[src/core/serial_regs_pkg.sv]
// constants and types for the serial channel control and status register bank
package serial_regs_pkg;
  // =======================================================
  // write addresses
  localparam logic [3:0] A_VECTOR = 4'h2;
  localparam logic [3:0] A_RX_PARAM = 4'h3;
  localparam logic [3:0] A_MISC_MODE = 4'h4;
  localparam logic [3:0] A_TX_PARAM = 4'h5;
  localparam logic [3:0] A_FEATURE = 4'h7;
  localparam logic [3:0] A_SYNC_MISC = 4'hA;
  localparam logic [3:0] A_IRQ_STATUS = 4'hB;
  localparam logic [3:0] A_TC_LOW = 4'hC;
  localparam logic [3:0] A_TC_HIGH = 4'hD;
  localparam logic [3:0] A_MISC_CTRL = 4'hE;
  localparam logic [3:0] A_EXT_ENABLE = 4'hF;
  // =======================================================
  // read addresses
  localparam logic [3:0] R_TX_RX_STATUS = 4'h0;
  localparam logic [3:0] R_SPECIAL_RX = 4'h1;
  localparam logic [3:0] R_VECTOR = 4'h2;
  localparam logic [3:0] R_PENDING = 4'h3;
  localparam logic [3:0] R_MISC_MODE_RB = 4'h4;
  localparam logic [3:0] R_TX_PARAM_RB = 4'h5;
  localparam logic [3:0] R_FRAME_LOW = 4'h6;
  localparam logic [3:0] R_FRAME_HIGH = 4'h7;
  localparam logic [3:0] R_RX_DATA = 4'h8;
  localparam logic [3:0] R_RX_PARAM_RB = 4'h9;
  localparam logic [3:0] R_MISC_STATUS = 4'hA;
  localparam logic [3:0] R_IRQ_STATUS = 4'hB;
  localparam logic [3:0] R_TC_LOW = 4'hC;
  localparam logic [3:0] R_TC_HIGH = 4'hD;
  localparam logic [3:0] R_SYNC_MISC_RB = 4'hE;
  localparam logic [3:0] R_ENABLE_RB = 4'hF;
  // =======================================================
  // field positions
  localparam int MC_CMD_LSB = 5;
  localparam int MC_LOOPBACK = 4;
  localparam int MC_ECHO = 3;
  localparam int MC_DTR_SRC = 2;
  localparam int MC_BAUD_RATE_GENERATOR_SRC = 1;
  localparam int MC_BAUD_RATE_GENERATOR_EN = 0;
  localparam int EE_BREAK = 7;
  localparam int EE_UNDERRUN = 6;
  localparam int EE_CTS = 5;
  localparam int EE_SYNC = 4;
  localparam int EE_DCD = 3;
  localparam int EE_FIFO_EN = 2;
  localparam int EE_ZERO = 1;
  localparam int EE_FEATURE = 0;
  localparam int EF_READBACK = 6;
  // =======================================================
  // reset values and masks
  localparam logic [7:0] EXT_ENABLE_RST = 8'hF0;
  localparam logic [7:0] MISC_CTRL_RST = 8'h00;
  localparam logic [7:0] TX_RX_STATUS_RST = 8'h44;
  localparam logic [7:0] SPECIAL_RX_RST = 8'h06;
  localparam logic [7:0] CFG_RST = 8'h00;
  localparam logic [7:0] IRQ_EVENT_MASK = 8'hFA;
  localparam int FRAME_FIFO_DEPTH = 4;
  localparam int FRAME_COUNT_W = 14;
  // =======================================================
  // types
  typedef enum logic [2:0] {
    CMD_NULL = 3'b000,
    CMD_ENTER_SEARCH = 3'b001,
    CMD_CLEAR_MISSING = 3'b010,
    CMD_DISABLE = 3'b011,
    CMD_SRC_BAUD_RATE_GENERATOR = 3'b100,
    CMD_SRC_PIN = 3'b101,
    CMD_SET_FM = 3'b110,
    CMD_SET_NRZI = 3'b111
  } recovery_cmd_t;
  typedef enum logic [1:0] {
    REC_DISABLED = 2'b00,
    REC_SEARCH = 2'b01,
    REC_LOCKED = 2'b10
  } recovery_state_t;
endpackage : serial_regs_pkg

[src/core/serial_ctrl_misc_status_regs.sv]
// one channel's control, enable and status register bank
// =======================================================
// Overview of operation
// - misc control top three bits issue clock recovery commands, null to nrzi.
// - misc control low bits: loopback, echo, ready source, rate clock, rate enable.
// - enable register bits 7..3 enable break, underrun, cts, sync, carrier interrupts.
// - enable register bit 1 enables the rate generator zero count interrupt.
// - bit 0 opens the extended feature register, bit 2 enables frame fifo.
// - fifteen read registers per channel plus receive data buffer as sixteenth.
// - two read registers give back the written time constant bytes.
// - vector reads raw on first channel, status modified on second.
// - pending register on first channel holds the pending bits, zero otherwise.
// - frame count reads show fifo contents only while fifo is enabled.
// - feature bit 6 makes four config write registers readable.
// - status lives in five registers: status, special, misc, interrupt status, enable readback.
`timescale 1ns/1ps
module serial_ctrl_misc_status_regs (
  input wire logic CLK,
  input wire logic RESET_N,
  input wire logic [3:0] ADDR,
  input wire logic [7:0] WDATA,
  input wire logic WR,
  input wire logic RD,
  output logic [7:0] RDATA,
  input wire logic IS_CHANNEL_B,
  input wire logic BREAK_ABORT,
  input wire logic TX_UNDERRUN,
  input wire logic CTS,
  input wire logic SYNC_HUNT,
  input wire logic DCD,
  input wire logic TX_EMPTY,
  input wire logic ZERO_COUNT,
  input wire logic RX_AVAIL,
  input wire logic END_OF_FRAME,
  input wire logic CRC_ERROR,
  input wire logic RX_OVERRUN,
  input wire logic PARITY_ERROR,
  input wire logic [2:0] RESIDUE,
  input wire logic ALL_SENT,
  input wire logic [7:0] RX_DATA,
  input wire logic [7:0] MISC_STATUS,
  input wire logic [5:0] PENDING_IN,
  input wire logic [2:0] VECTOR_STATUS,
  input wire logic FRAME_DONE,
  input wire logic [13:0] FRAME_BYTE_COUNT,
  input wire logic RECOVERY_LOCKED,
  input wire logic MISSING_CLOCK_SEEN,
  output logic IRQ,
  output logic RX_DATA_TAKEN,
  output logic LOCAL_LOOPBACK,
  output logic AUTO_ECHO,
  output logic DTR_SOURCE_BAUD_RATE_GENERATOR,
  output logic BAUD_RATE_GENERATOR_SOURCE,
  output logic BAUD_RATE_GENERATOR_ENABLE,
  output logic [15:0] TIME_CONSTANT,
  output logic RECOVERY_SOURCE_PIN,
  output logic RECOVERY_FM,
  output logic [1:0] RECOVERY_STATE,
  output logic MISSING_CLOCK,
  output logic FIFO_ENABLE,
  output logic FEATURE_ACCESS,
  output logic [7:0] SYNC_PATTERN
);
  logic [7:0] misc_ctrl_reg;
  logic [7:0] ext_en_reg;
  logic [7:0] feature_reg;
  logic [7:0] vector_reg;
  logic [7:0] rx_param_reg;
  logic [7:0] misc_mode_reg;
  logic [7:0] tx_param_reg;
  logic [7:0] sync_misc_reg;
  logic [7:0] tc_low_reg;
  logic [7:0] tc_high_reg;
  logic [7:0] sync_reg;
  logic [7:0] tx_rx_status_reg;
  logic [7:0] tx_rx_status_next;
  logic [7:0] special_rx_reg;
  logic [7:0] rdata_reg;
  logic [7:0] rdata_next;
  logic [7:0] irq_status;
  logic [7:0] irq_set;
  logic [7:0] irq_clear;
  logic rec_src_pin_reg;
  logic rec_fm_reg;
  logic missing_clock;
  logic missing_clear;
  logic [13:0] fifo_head;
  logic fifo_empty;
  logic fifo_pop;
  logic ctrl_wr;
  logic rd_hit;
  logic readback_on;
  serial_regs_pkg::recovery_state_t rec_state_reg;
  serial_regs_pkg::recovery_cmd_t cmd;

  // =======================================================
  // write decode
  assign ctrl_wr = WR && (ADDR == serial_regs_pkg::A_MISC_CTRL);
  assign cmd = serial_regs_pkg::recovery_cmd_t'(WDATA[7:serial_regs_pkg::MC_CMD_LSB]);
  assign readback_on = feature_reg[serial_regs_pkg::EF_READBACK];

  // misc control register, command field is not stored
  always_ff @(posedge CLK)
  begin
    if (!RESET_N)
      misc_ctrl_reg <= serial_regs_pkg::MISC_CTRL_RST;
    else if (ctrl_wr)
      misc_ctrl_reg <= {3'h0, WDATA[4:0]};
  end

  // enable register and extended feature / sync sharing one address
  always_ff @(posedge CLK)
  begin
    if (!RESET_N)
    begin
      ext_en_reg <= serial_regs_pkg::EXT_ENABLE_RST;
      feature_reg <= serial_regs_pkg::CFG_RST;
      sync_reg <= serial_regs_pkg::CFG_RST;
    end
    else if (WR)
    begin
      if (ADDR == serial_regs_pkg::A_EXT_ENABLE)
        ext_en_reg <= WDATA;
      if (ADDR == serial_regs_pkg::A_FEATURE && ext_en_reg[serial_regs_pkg::EE_FEATURE])
        feature_reg <= WDATA;
      if (ADDR == serial_regs_pkg::A_FEATURE && !ext_en_reg[serial_regs_pkg::EE_FEATURE])
        sync_reg <= WDATA;
    end
  end

  // plain configuration registers kept for readback
  always_ff @(posedge CLK)
  begin
    if (!RESET_N)
    begin
      vector_reg <= serial_regs_pkg::CFG_RST;
      rx_param_reg <= serial_regs_pkg::CFG_RST;
      misc_mode_reg <= serial_regs_pkg::CFG_RST;
      tx_param_reg <= serial_regs_pkg::CFG_RST;
      sync_misc_reg <= serial_regs_pkg::CFG_RST;
      tc_low_reg <= serial_regs_pkg::CFG_RST;
      tc_high_reg <= serial_regs_pkg::CFG_RST;
    end
    else if (WR)
    begin
      unique case (ADDR)
        serial_regs_pkg::A_VECTOR: vector_reg <= WDATA;
        serial_regs_pkg::A_RX_PARAM: rx_param_reg <= WDATA;
        serial_regs_pkg::A_MISC_MODE: misc_mode_reg <= WDATA;
        serial_regs_pkg::A_TX_PARAM: tx_param_reg <= WDATA;
        serial_regs_pkg::A_SYNC_MISC: sync_misc_reg <= WDATA;
        serial_regs_pkg::A_TC_LOW: tc_low_reg <= WDATA;
        serial_regs_pkg::A_TC_HIGH: tc_high_reg <= WDATA;
        default: ;
      endcase
    end
  end

  // =======================================================
  // clock recovery commands
  always_ff @(posedge CLK)
  begin
    if (!RESET_N)
    begin
      rec_state_reg <= serial_regs_pkg::REC_DISABLED;
      rec_src_pin_reg <= 1'b0;
      rec_fm_reg <= 1'b0;
    end
    else if (ctrl_wr)
    begin
      unique case (cmd)
        serial_regs_pkg::CMD_NULL: ;
        serial_regs_pkg::CMD_ENTER_SEARCH: rec_state_reg <= serial_regs_pkg::REC_SEARCH;
        serial_regs_pkg::CMD_CLEAR_MISSING: ;
        serial_regs_pkg::CMD_DISABLE: rec_state_reg <= serial_regs_pkg::REC_DISABLED;
        serial_regs_pkg::CMD_SRC_BAUD_RATE_GENERATOR: rec_src_pin_reg <= 1'b0;
        serial_regs_pkg::CMD_SRC_PIN: rec_src_pin_reg <= 1'b1;
        serial_regs_pkg::CMD_SET_FM: rec_fm_reg <= 1'b1;
        serial_regs_pkg::CMD_SET_NRZI: rec_fm_reg <= 1'b0;
      endcase
    end
    else if (rec_state_reg == serial_regs_pkg::REC_SEARCH && RECOVERY_LOCKED)
      rec_state_reg <= serial_regs_pkg::REC_LOCKED;
  end

  // missing clock flag, cleared by command, a new miss wins
  assign missing_clear = ctrl_wr && (cmd == serial_regs_pkg::CMD_CLEAR_MISSING);
  sticky_bits #(
    .W(1)
  ) u_missing (
    .clk(CLK),
    .reset_n(RESET_N),
    .set_in(MISSING_CLOCK_SEEN),
    .clear_in(missing_clear),
    .bits(missing_clock)
  );

  // =======================================================
  // status registers sampled from the channel
  assign tx_rx_status_next = {BREAK_ABORT, TX_UNDERRUN, CTS, SYNC_HUNT,
                              DCD, TX_EMPTY, ZERO_COUNT, RX_AVAIL};
  always_ff @(posedge CLK)
  begin
    if (!RESET_N)
    begin
      tx_rx_status_reg <= serial_regs_pkg::TX_RX_STATUS_RST;
      special_rx_reg <= serial_regs_pkg::SPECIAL_RX_RST;
    end
    else
    begin
      tx_rx_status_reg <= tx_rx_status_next;
      special_rx_reg <= {END_OF_FRAME, CRC_ERROR, RX_OVERRUN, PARITY_ERROR,
                         RESIDUE, ALL_SENT};
    end
  end

  // =======================================================
  // interrupt events: status line changes and zero count rising
  always_comb
  begin
    irq_set = (tx_rx_status_next ^ tx_rx_status_reg) & serial_regs_pkg::IRQ_EVENT_MASK;
    irq_set[serial_regs_pkg::EE_ZERO] = ZERO_COUNT
      && !tx_rx_status_reg[serial_regs_pkg::EE_ZERO];
  end
  assign irq_clear = (WR && ADDR == serial_regs_pkg::A_IRQ_STATUS) ? WDATA : 8'h00;
  sticky_bits #(
    .W(8)
  ) u_irq_status (
    .clk(CLK),
    .reset_n(RESET_N),
    .set_in(irq_set),
    .clear_in(irq_clear),
    .bits(irq_status)
  );
  // one level interrupt gated by the per-source enables
  assign IRQ = |(irq_status & ext_en_reg & serial_regs_pkg::IRQ_EVENT_MASK);

  // =======================================================
  // frame byte count fifo
  assign fifo_pop = RD && (ADDR == serial_regs_pkg::R_FRAME_HIGH)
    && ext_en_reg[serial_regs_pkg::EE_FIFO_EN];
  frame_count_fifo #(
    .W(serial_regs_pkg::FRAME_COUNT_W),
    .DEPTH(serial_regs_pkg::FRAME_FIFO_DEPTH)
  ) u_frame_fifo (
    .clk(CLK),
    .reset_n(RESET_N),
    .push(FRAME_DONE && ext_en_reg[serial_regs_pkg::EE_FIFO_EN]),
    .push_data(FRAME_BYTE_COUNT),
    .pop(fifo_pop),
    .head(fifo_head),
    .empty(fifo_empty),
    .full()
  );

  // =======================================================
  // read multiplexer
  always_comb
  begin
    rdata_next = 8'h00;
    rd_hit = 1'b0;
    if (RD)
    begin
      unique case (ADDR)
        serial_regs_pkg::R_TX_RX_STATUS: rdata_next = tx_rx_status_reg;
        serial_regs_pkg::R_SPECIAL_RX: rdata_next = special_rx_reg;
        serial_regs_pkg::R_VECTOR:
          rdata_next = IS_CHANNEL_B ? {vector_reg[7:4], VECTOR_STATUS, vector_reg[0]}
                                    : vector_reg;
        serial_regs_pkg::R_PENDING:
          rdata_next = IS_CHANNEL_B ? 8'h00 : {2'h0, PENDING_IN};
        serial_regs_pkg::R_MISC_MODE_RB: rdata_next = readback_on ? misc_mode_reg : 8'h00;
        serial_regs_pkg::R_TX_PARAM_RB: rdata_next = readback_on ? tx_param_reg : 8'h00;
        serial_regs_pkg::R_FRAME_LOW:
          rdata_next = ext_en_reg[serial_regs_pkg::EE_FIFO_EN] ? fifo_head[7:0] : 8'h00;
        serial_regs_pkg::R_FRAME_HIGH:
          rdata_next = ext_en_reg[serial_regs_pkg::EE_FIFO_EN]
                       ? {!fifo_empty, 1'b0, fifo_head[13:8]} : 8'h00;
        serial_regs_pkg::R_RX_DATA:
        begin
          rdata_next = RX_DATA;
          rd_hit = 1'b1;
        end
        serial_regs_pkg::R_RX_PARAM_RB: rdata_next = readback_on ? rx_param_reg : 8'h00;
        serial_regs_pkg::R_MISC_STATUS: rdata_next = MISC_STATUS;
        serial_regs_pkg::R_IRQ_STATUS: rdata_next = irq_status;
        serial_regs_pkg::R_TC_LOW: rdata_next = tc_low_reg;
        serial_regs_pkg::R_TC_HIGH: rdata_next = tc_high_reg;
        serial_regs_pkg::R_SYNC_MISC_RB:
          rdata_next = readback_on ? sync_misc_reg : 8'h00;
        serial_regs_pkg::R_ENABLE_RB: rdata_next = ext_en_reg;
      endcase
    end
  end

  // read data stand one cycle after the strobe only
  always_ff @(posedge CLK)
  begin
    if (!RESET_N)
      rdata_reg <= 8'h00;
    else
      rdata_reg <= rdata_next;
  end

  // =======================================================
  // outputs
  assign RDATA = rdata_reg;
  assign RX_DATA_TAKEN = rd_hit;
  assign LOCAL_LOOPBACK = misc_ctrl_reg[serial_regs_pkg::MC_LOOPBACK];
  assign AUTO_ECHO = misc_ctrl_reg[serial_regs_pkg::MC_ECHO];
  assign DTR_SOURCE_BAUD_RATE_GENERATOR = misc_ctrl_reg[serial_regs_pkg::MC_DTR_SRC];
  assign BAUD_RATE_GENERATOR_SOURCE = misc_ctrl_reg[serial_regs_pkg::MC_BAUD_RATE_GENERATOR_SRC];
  assign BAUD_RATE_GENERATOR_ENABLE = misc_ctrl_reg[serial_regs_pkg::MC_BAUD_RATE_GENERATOR_EN];
  assign TIME_CONSTANT = {tc_high_reg, tc_low_reg};
  assign RECOVERY_SOURCE_PIN = rec_src_pin_reg;
  assign RECOVERY_FM = rec_fm_reg;
  assign RECOVERY_STATE = rec_state_reg;
  assign MISSING_CLOCK = missing_clock;
  assign FIFO_ENABLE = ext_en_reg[serial_regs_pkg::EE_FIFO_EN];
  assign FEATURE_ACCESS = ext_en_reg[serial_regs_pkg::EE_FEATURE];
  assign SYNC_PATTERN = sync_reg;
endmodule : serial_ctrl_misc_status_regs

[src/core/sticky_bits.sv]
// sticky flag bits, set by hardware and cleared by request, set wins
`timescale 1ns/1ps
module sticky_bits #(
  parameter int W = 8
) (
  input wire logic clk,
  input wire logic reset_n,
  input wire logic [W-1:0] set_in,
  input wire logic [W-1:0] clear_in,
  output logic [W-1:0] bits
);
  // =======================================================
  // flag storage
  always_ff @(posedge clk)
  begin
    if (!reset_n)
      bits <= '0;
    else
      bits <= (bits & ~clear_in) | set_in;
  end
endmodule : sticky_bits

[src/core/frame_count_fifo.sv]
// small fifo of frame byte counts
`timescale 1ns/1ps
module frame_count_fifo #(
  parameter int W = 14,
  parameter int DEPTH = 4
) (
  input wire logic clk,
  input wire logic reset_n,
  input wire logic push,
  input wire logic [W-1:0] push_data,
  input wire logic pop,
  output logic [W-1:0] head,
  output logic empty,
  output logic full
);
  localparam int AW = $clog2(DEPTH);
  logic [W-1:0] mem [DEPTH];
  logic [AW-1:0] wr_ptr;
  logic [AW-1:0] rd_ptr;
  logic [AW:0] level;
  logic do_push;
  logic do_pop;
  // a push into a full fifo is dropped
  assign do_push = push && !full;
  assign do_pop = pop && !empty;
  assign empty = (level == '0);
  assign full = (level == (AW+1)'(DEPTH));
  assign head = mem[rd_ptr];
  // =======================================================
  // storage
  always_ff @(posedge clk)
  begin
    if (do_push)
      mem[wr_ptr] <= push_data;
  end
  // pointers and fill level
  always_ff @(posedge clk)
  begin
    if (!reset_n)
    begin
      wr_ptr <= '0;
      rd_ptr <= '0;
      level <= '0;
    end
    else
    begin
      if (do_push)
        wr_ptr <= (wr_ptr == AW'(DEPTH - 1)) ? '0 : wr_ptr + 1'b1;
      if (do_pop)
        rd_ptr <= (rd_ptr == AW'(DEPTH - 1)) ? '0 : rd_ptr + 1'b1;
      level <= level + (AW+1)'(do_push) - (AW+1)'(do_pop);
    end
  end
endmodule : frame_count_fifo

[config.mk]
export PLATFORM = sky130hd
export DESIGN_NAME = serial_ctrl_misc_status_regs
export DESIGN_NICKNAME = d
export VERILOG_FILES = /design/src/core/serial_regs_pkg.sv /design/src/core/serial_ctrl_misc_status_regs.sv /design/src/core/sticky_bits.sv /design/src/core/frame_count_fifo.sv
export SDC_FILE = /design/constraint.sdc
export NUM_CORES = 1
export LEC_CHECK = 0
export BUFFER_PORTS_ARGS = -buffer_cell sky130_fd_sc_hd__buf_2
export CAP_MARGIN = 20
export CORE_ASPECT_RATIO = 0.5
export CORE_MARGIN = 3
export CORE_UTILIZATION = 55
export CTS_CLUSTER_DIAMETER = 30
export DETAILED_ROUTE_END_ITERATION = 6
export GPL_TIMING_DRIVEN = 0
export PLACE_DENSITY = 0.78
export SETUP_SLACK_MARGIN = 0.4
export SYNTH_ARGS = -nofsm -noshare
export SYNTH_HDL_FRONTEND = slang
export SYNTH_SLANG_ARGS = --single-unit
[constraint.sdc]
create_clock -name CLK -period 3.45 [get_ports CLK]
set_clock_uncertainty 0.05 [all_clocks]
set_input_delay 0 -clock CLK [delete_from_list [all_inputs] [get_ports CLK]]
set_output_delay 0 -clock CLK [all_outputs]
set_load 0.01 [all_outputs]
==> run summary <==
CTS
--------------------------------------------------------------------------------------
CTS clk-pin slew, worst paths ...........................................      0.08 ns
Clock tree buffer depth .................................................            2
Clock root cell .........................................................    clkbuf_16
TritonCTS clock tree ....................................................        built
Number of clock sinks ...................................................          180
Post-CTS Repair Setup Buffers ...........................................            0
Count of H-tree levels built during CTS .................................            4
Clk Latency, worst-skew pair ............................................      0.43 ns
Clock buffer count from CTS .............................................           17

PLACE
--------------------------------------------------------------------------------------
Weighted congestion at the end of routability-driven global placement ...        0.971
Area post-placement ..................................................... 0.00874 mm^2
Setup slack after placement .............................................      1.00 ns
Port-buffer cells .......................................................          118
DP Wirelength ...........................................................     17400 um

FINAL LAYOUT
--------------------------------------------------------------------------------------
Max FFs per register ....................................................           56
Register bank with the most flops ....................................... u_frame_fifo.mem
Number of nets at the end of the flow ...................................          968
Area growth from synthesis to layout ....................................        24.1%
Post-layout instance area ............................................... 0.00981 mm^2
Number of fillers in the final layout ...................................         1046
Fraction of final layout cells sized beyond drive strength 1 ............        21.4%
Ant diodes ..............................................................            0
Utilization of the core after routing ...................................        71.0%

GLOBAL ROUTE
--------------------------------------------------------------------------------------
Met1 capacity usage during global routing ...............................        45.6%
Initial antenna violation count .........................................            0
Most heavily used metal layer in global routing .........................         met2
Global-route usage over all layers ......................................        31.7%
Vias in the first global route ..........................................         6309
First-pass GRT wire length ..............................................     37800 um
Overflow left after global routing ......................................            0
Global routing usage on met2 ............................................        47.8%
Pin count of the biggest net entering global routing ....................           22
GRT met3 Usage ..........................................................        7.51%

PWR
--------------------------------------------------------------------------------------
Leakage .................................................................      3.73 nW
Sequential fraction of design power .....................................        48.5%
Switching portion of total power ........................................        26.9%
Worst ir drop on vdd ....................................................       378 uV
Cell Pwr Density ........................................................  469 mW/mm^2
Internal power summed over all cells ....................................      3.37 mW
Clock power frac ........................................................        43.2%
Switching Power .........................................................      1.24 mW
Combinational power share ...............................................         8.3%

DIE
--------------------------------------------------------------------------------------
Row count ...............................................................           30
Die extent in x .........................................................       176 um
Starting Density ........................................................        57.2%
Boundary Pins ...........................................................          121
Y dimension of the die ..................................................      90.8 um
Core outline area .......................................................  0.0138 mm^2
Die outline area ........................................................  0.0159 mm^2

LOGIC SYNTHESIS
--------------------------------------------------------------------------------------
Fraction of registers with async set or reset after synthesis ...........           0%
Top cell type by total area after synthesis .............................      dfxtp_1
Sequential-to-total area share from yosys stat ..........................        52.7%
Most frequent cells after synthesis ..................................... dfxtp_1, nor2b_1, mux2i_1
Post-Synthesis Mean Instance Area .......................................    11.3 um^2
Post-synth net total ....................................................          784
Synthesis Warnings ......................................................            0
Number of enable-type register cells in the synthesized netlist .........           56
Area of the mapped netlist .............................................. 0.00791 mm^2
Share of the synthesized area in the top cell type ......................        31.4%
Main area contributors after synthesis .................................. dfxtp_1, edfxtp_1, mux2i_1
Post-synth top flop .....................................................      dfxtp_1
Netlist cell types ......................................................           63
Flop and latch count out of synthesis ...................................          180
Cell count after synthesis ..............................................          702
Most common cell in the synthesized netlist .............................      dfxtp_1

STA
--------------------------------------------------------------------------------------
Max-Slew Margin vs Limit ................................................        18.4%
Number of max-slew violations in the final report .......................            0
Minimum setup slack in the final design .................................     0.707 ns
Final period demand of the worst path ...................................      2.74 ns
Fin Setup TNS ...........................................................         0 ns
RSZ-0062 raised after global routing ....................................        false
Final Cycle Share .......................................................        79.5%
Total setup violations reported at the end of the flow ..................            0
Count of final hold-check violations ....................................            0
Achievable clock frequency ..............................................      365 MHz
Transition time at the pin with the least slew margin ...................      1.19 ns

WORST SETUP PATH
--------------------------------------------------------------------------------------
Critical path class .....................................................   reg -> reg
Data arrival time of the critical path ..................................      3.01 ns
Library cell contributing the largest single delay on the critical path . dlygate4sd3_1
Sum of buffers and inverters on the critical path .......................            2
Critical Path, Cell by Cell ............................................. clkbuf_1 -> mux4_2 -> a2111oi_0 -> a31oi_1 -> dlygate4sd3_1
Worst setup EP type .....................................................         flop
Data required time of the critical path .................................      3.72 ns
Crit-path max cell delay ................................................      0.58 ns
Critical path's top delay family ........................................ buffers and inverters
Startpoint class of the critical path ...................................         flop
Maximum fanout count along the critical path ............................           10
Setup slack on the worst flop-to-flop path ..............................      0.71 ns

DETAILED ROUTING
--------------------------------------------------------------------------------------
Average wire length per cell after detail routing .......................      22.8 um
Residual antenna-violating net count after detailed routing .............            0
Vias per cell ...........................................................         5.90
Final Routed Wirelength .................................................     24900 um
Number of DRC markers after the initial detailed-route iteration ........          561
Vias ....................................................................         6440
Detailed Routing Iterations Pass 1 ......................................            5
Remaining routing DRC violations ........................................            0

JOB
--------------------------------------------------------------------------------------
Max cap viols ...........................................................            0

MIN PATH
--------------------------------------------------------------------------------------
Worst min path class ....................................................    in -> reg

RUN STATUS
--------------------------------------------------------------------------------------
Run status .............................................................. complete, no violations

[cells in the final DEF, fill, tap and decap left out, drive strengths merged, types with 6 or more instances in the layout]
cell type    instances
inv                 18
a22oi               12
clkbuf              44
nand3               20
a21boi              17
mux2                 6
and2                20
dlygate4sd3         47
clkinv               6
edfxtp              56
a21oi               24
nor3                 8
buf                134
nor2b               83
nand4                7
nand2               60
ha                   6
nor2                22
and3                 7
a32oi                7
o21ai               15
mux4                14
mux2i               76
dfxtp              124
[kinds of logic (layout without fill, tap and decap cells)]
kind of cell / Yosys count / after routing / share of synthesized area (%)
muxes: 96 / 96 / 14.5
adders and majority gates: 7 / 7 / 1.20
and+or+nand+nor: 247 / 247 / 17.9
buffers and inverters: 52 / 249 / 3.01
DFF: 180 / 180 / 52.7
AOI/OAI and AO/OA: 112 / 112 / 9.83
xor gates and xnor gates: 8 / 8 / 0.886
[power by group through the flow]
stage	Sequential, mW	Clock [mW]	Combinational (mW)
2_1_floorplan	2.28	0	0.174
3_3_place_gp	2.28	0	0.322
3_5_place_dp	2.28	0	0.327
4_1_cts	2.23	2.00	0.369
5_1_grt	2.24	2.10	0.403
6_report	2.23	1.99	0.380
[metrics by stage]
step | hold slack [ns] | instances | total power, mW
floorplan | 0.0489 | 702 | 2.45
global placement | 0.132 | 1012 | 2.60
detailed placement | 0.135 | 1012 | 2.61
CTS | 0.00526 | 1091 | 4.60
global route | 0.0170 | 1091 | 4.74
finish | 0.0197 | 1091 | 4.60
[metal layers]
metal	part of all wire [%]	up-vias	wire, um
met1	44	3207	11000
met5	0	-	0
met2	45	292	11100
met3	9.3	39	2320
li1	-	2902	-
met4	2.1	0	523
[path summary, 6_finish.rpt]
path,start,endpoint,cells after the start
setup / recovery,flop,RDATA[0],5
hold / removal,PENDING_IN[1],RDATA[1],4
setup reg to reg,flop,RDATA[0],5
hold reg to reg,u_irq_status.bits[2],u_irq_status.bits[2],2
[area by class of cell]
type,count,area (um^2),share of cell area [%]
Clock inverter,15,181,1.85
Clock buffer,17,425,4.34
Sequential cell,180,4160,42.4
Buffer,43,204,2.08
Inverter,9,33.8,0.344
Tap cell,192,240,2.45
Timing Repair Buffer,165,1060,10.8
Multi-Input combinational cell,470,3500,35.7
[worst min-delay path: stages]
cell       delay, ns
buf_2           0.08
a22o_1          0.11
a2111oi_0       0.07
a31oi_1         0.18
[timing repair]
action | in CTS | in global routing
endpoints found under the hold margin | 96 | 0
hold buffers | 47 | 0
resized for setup | 0 | 0
Power figures use the tool's default switching activity.
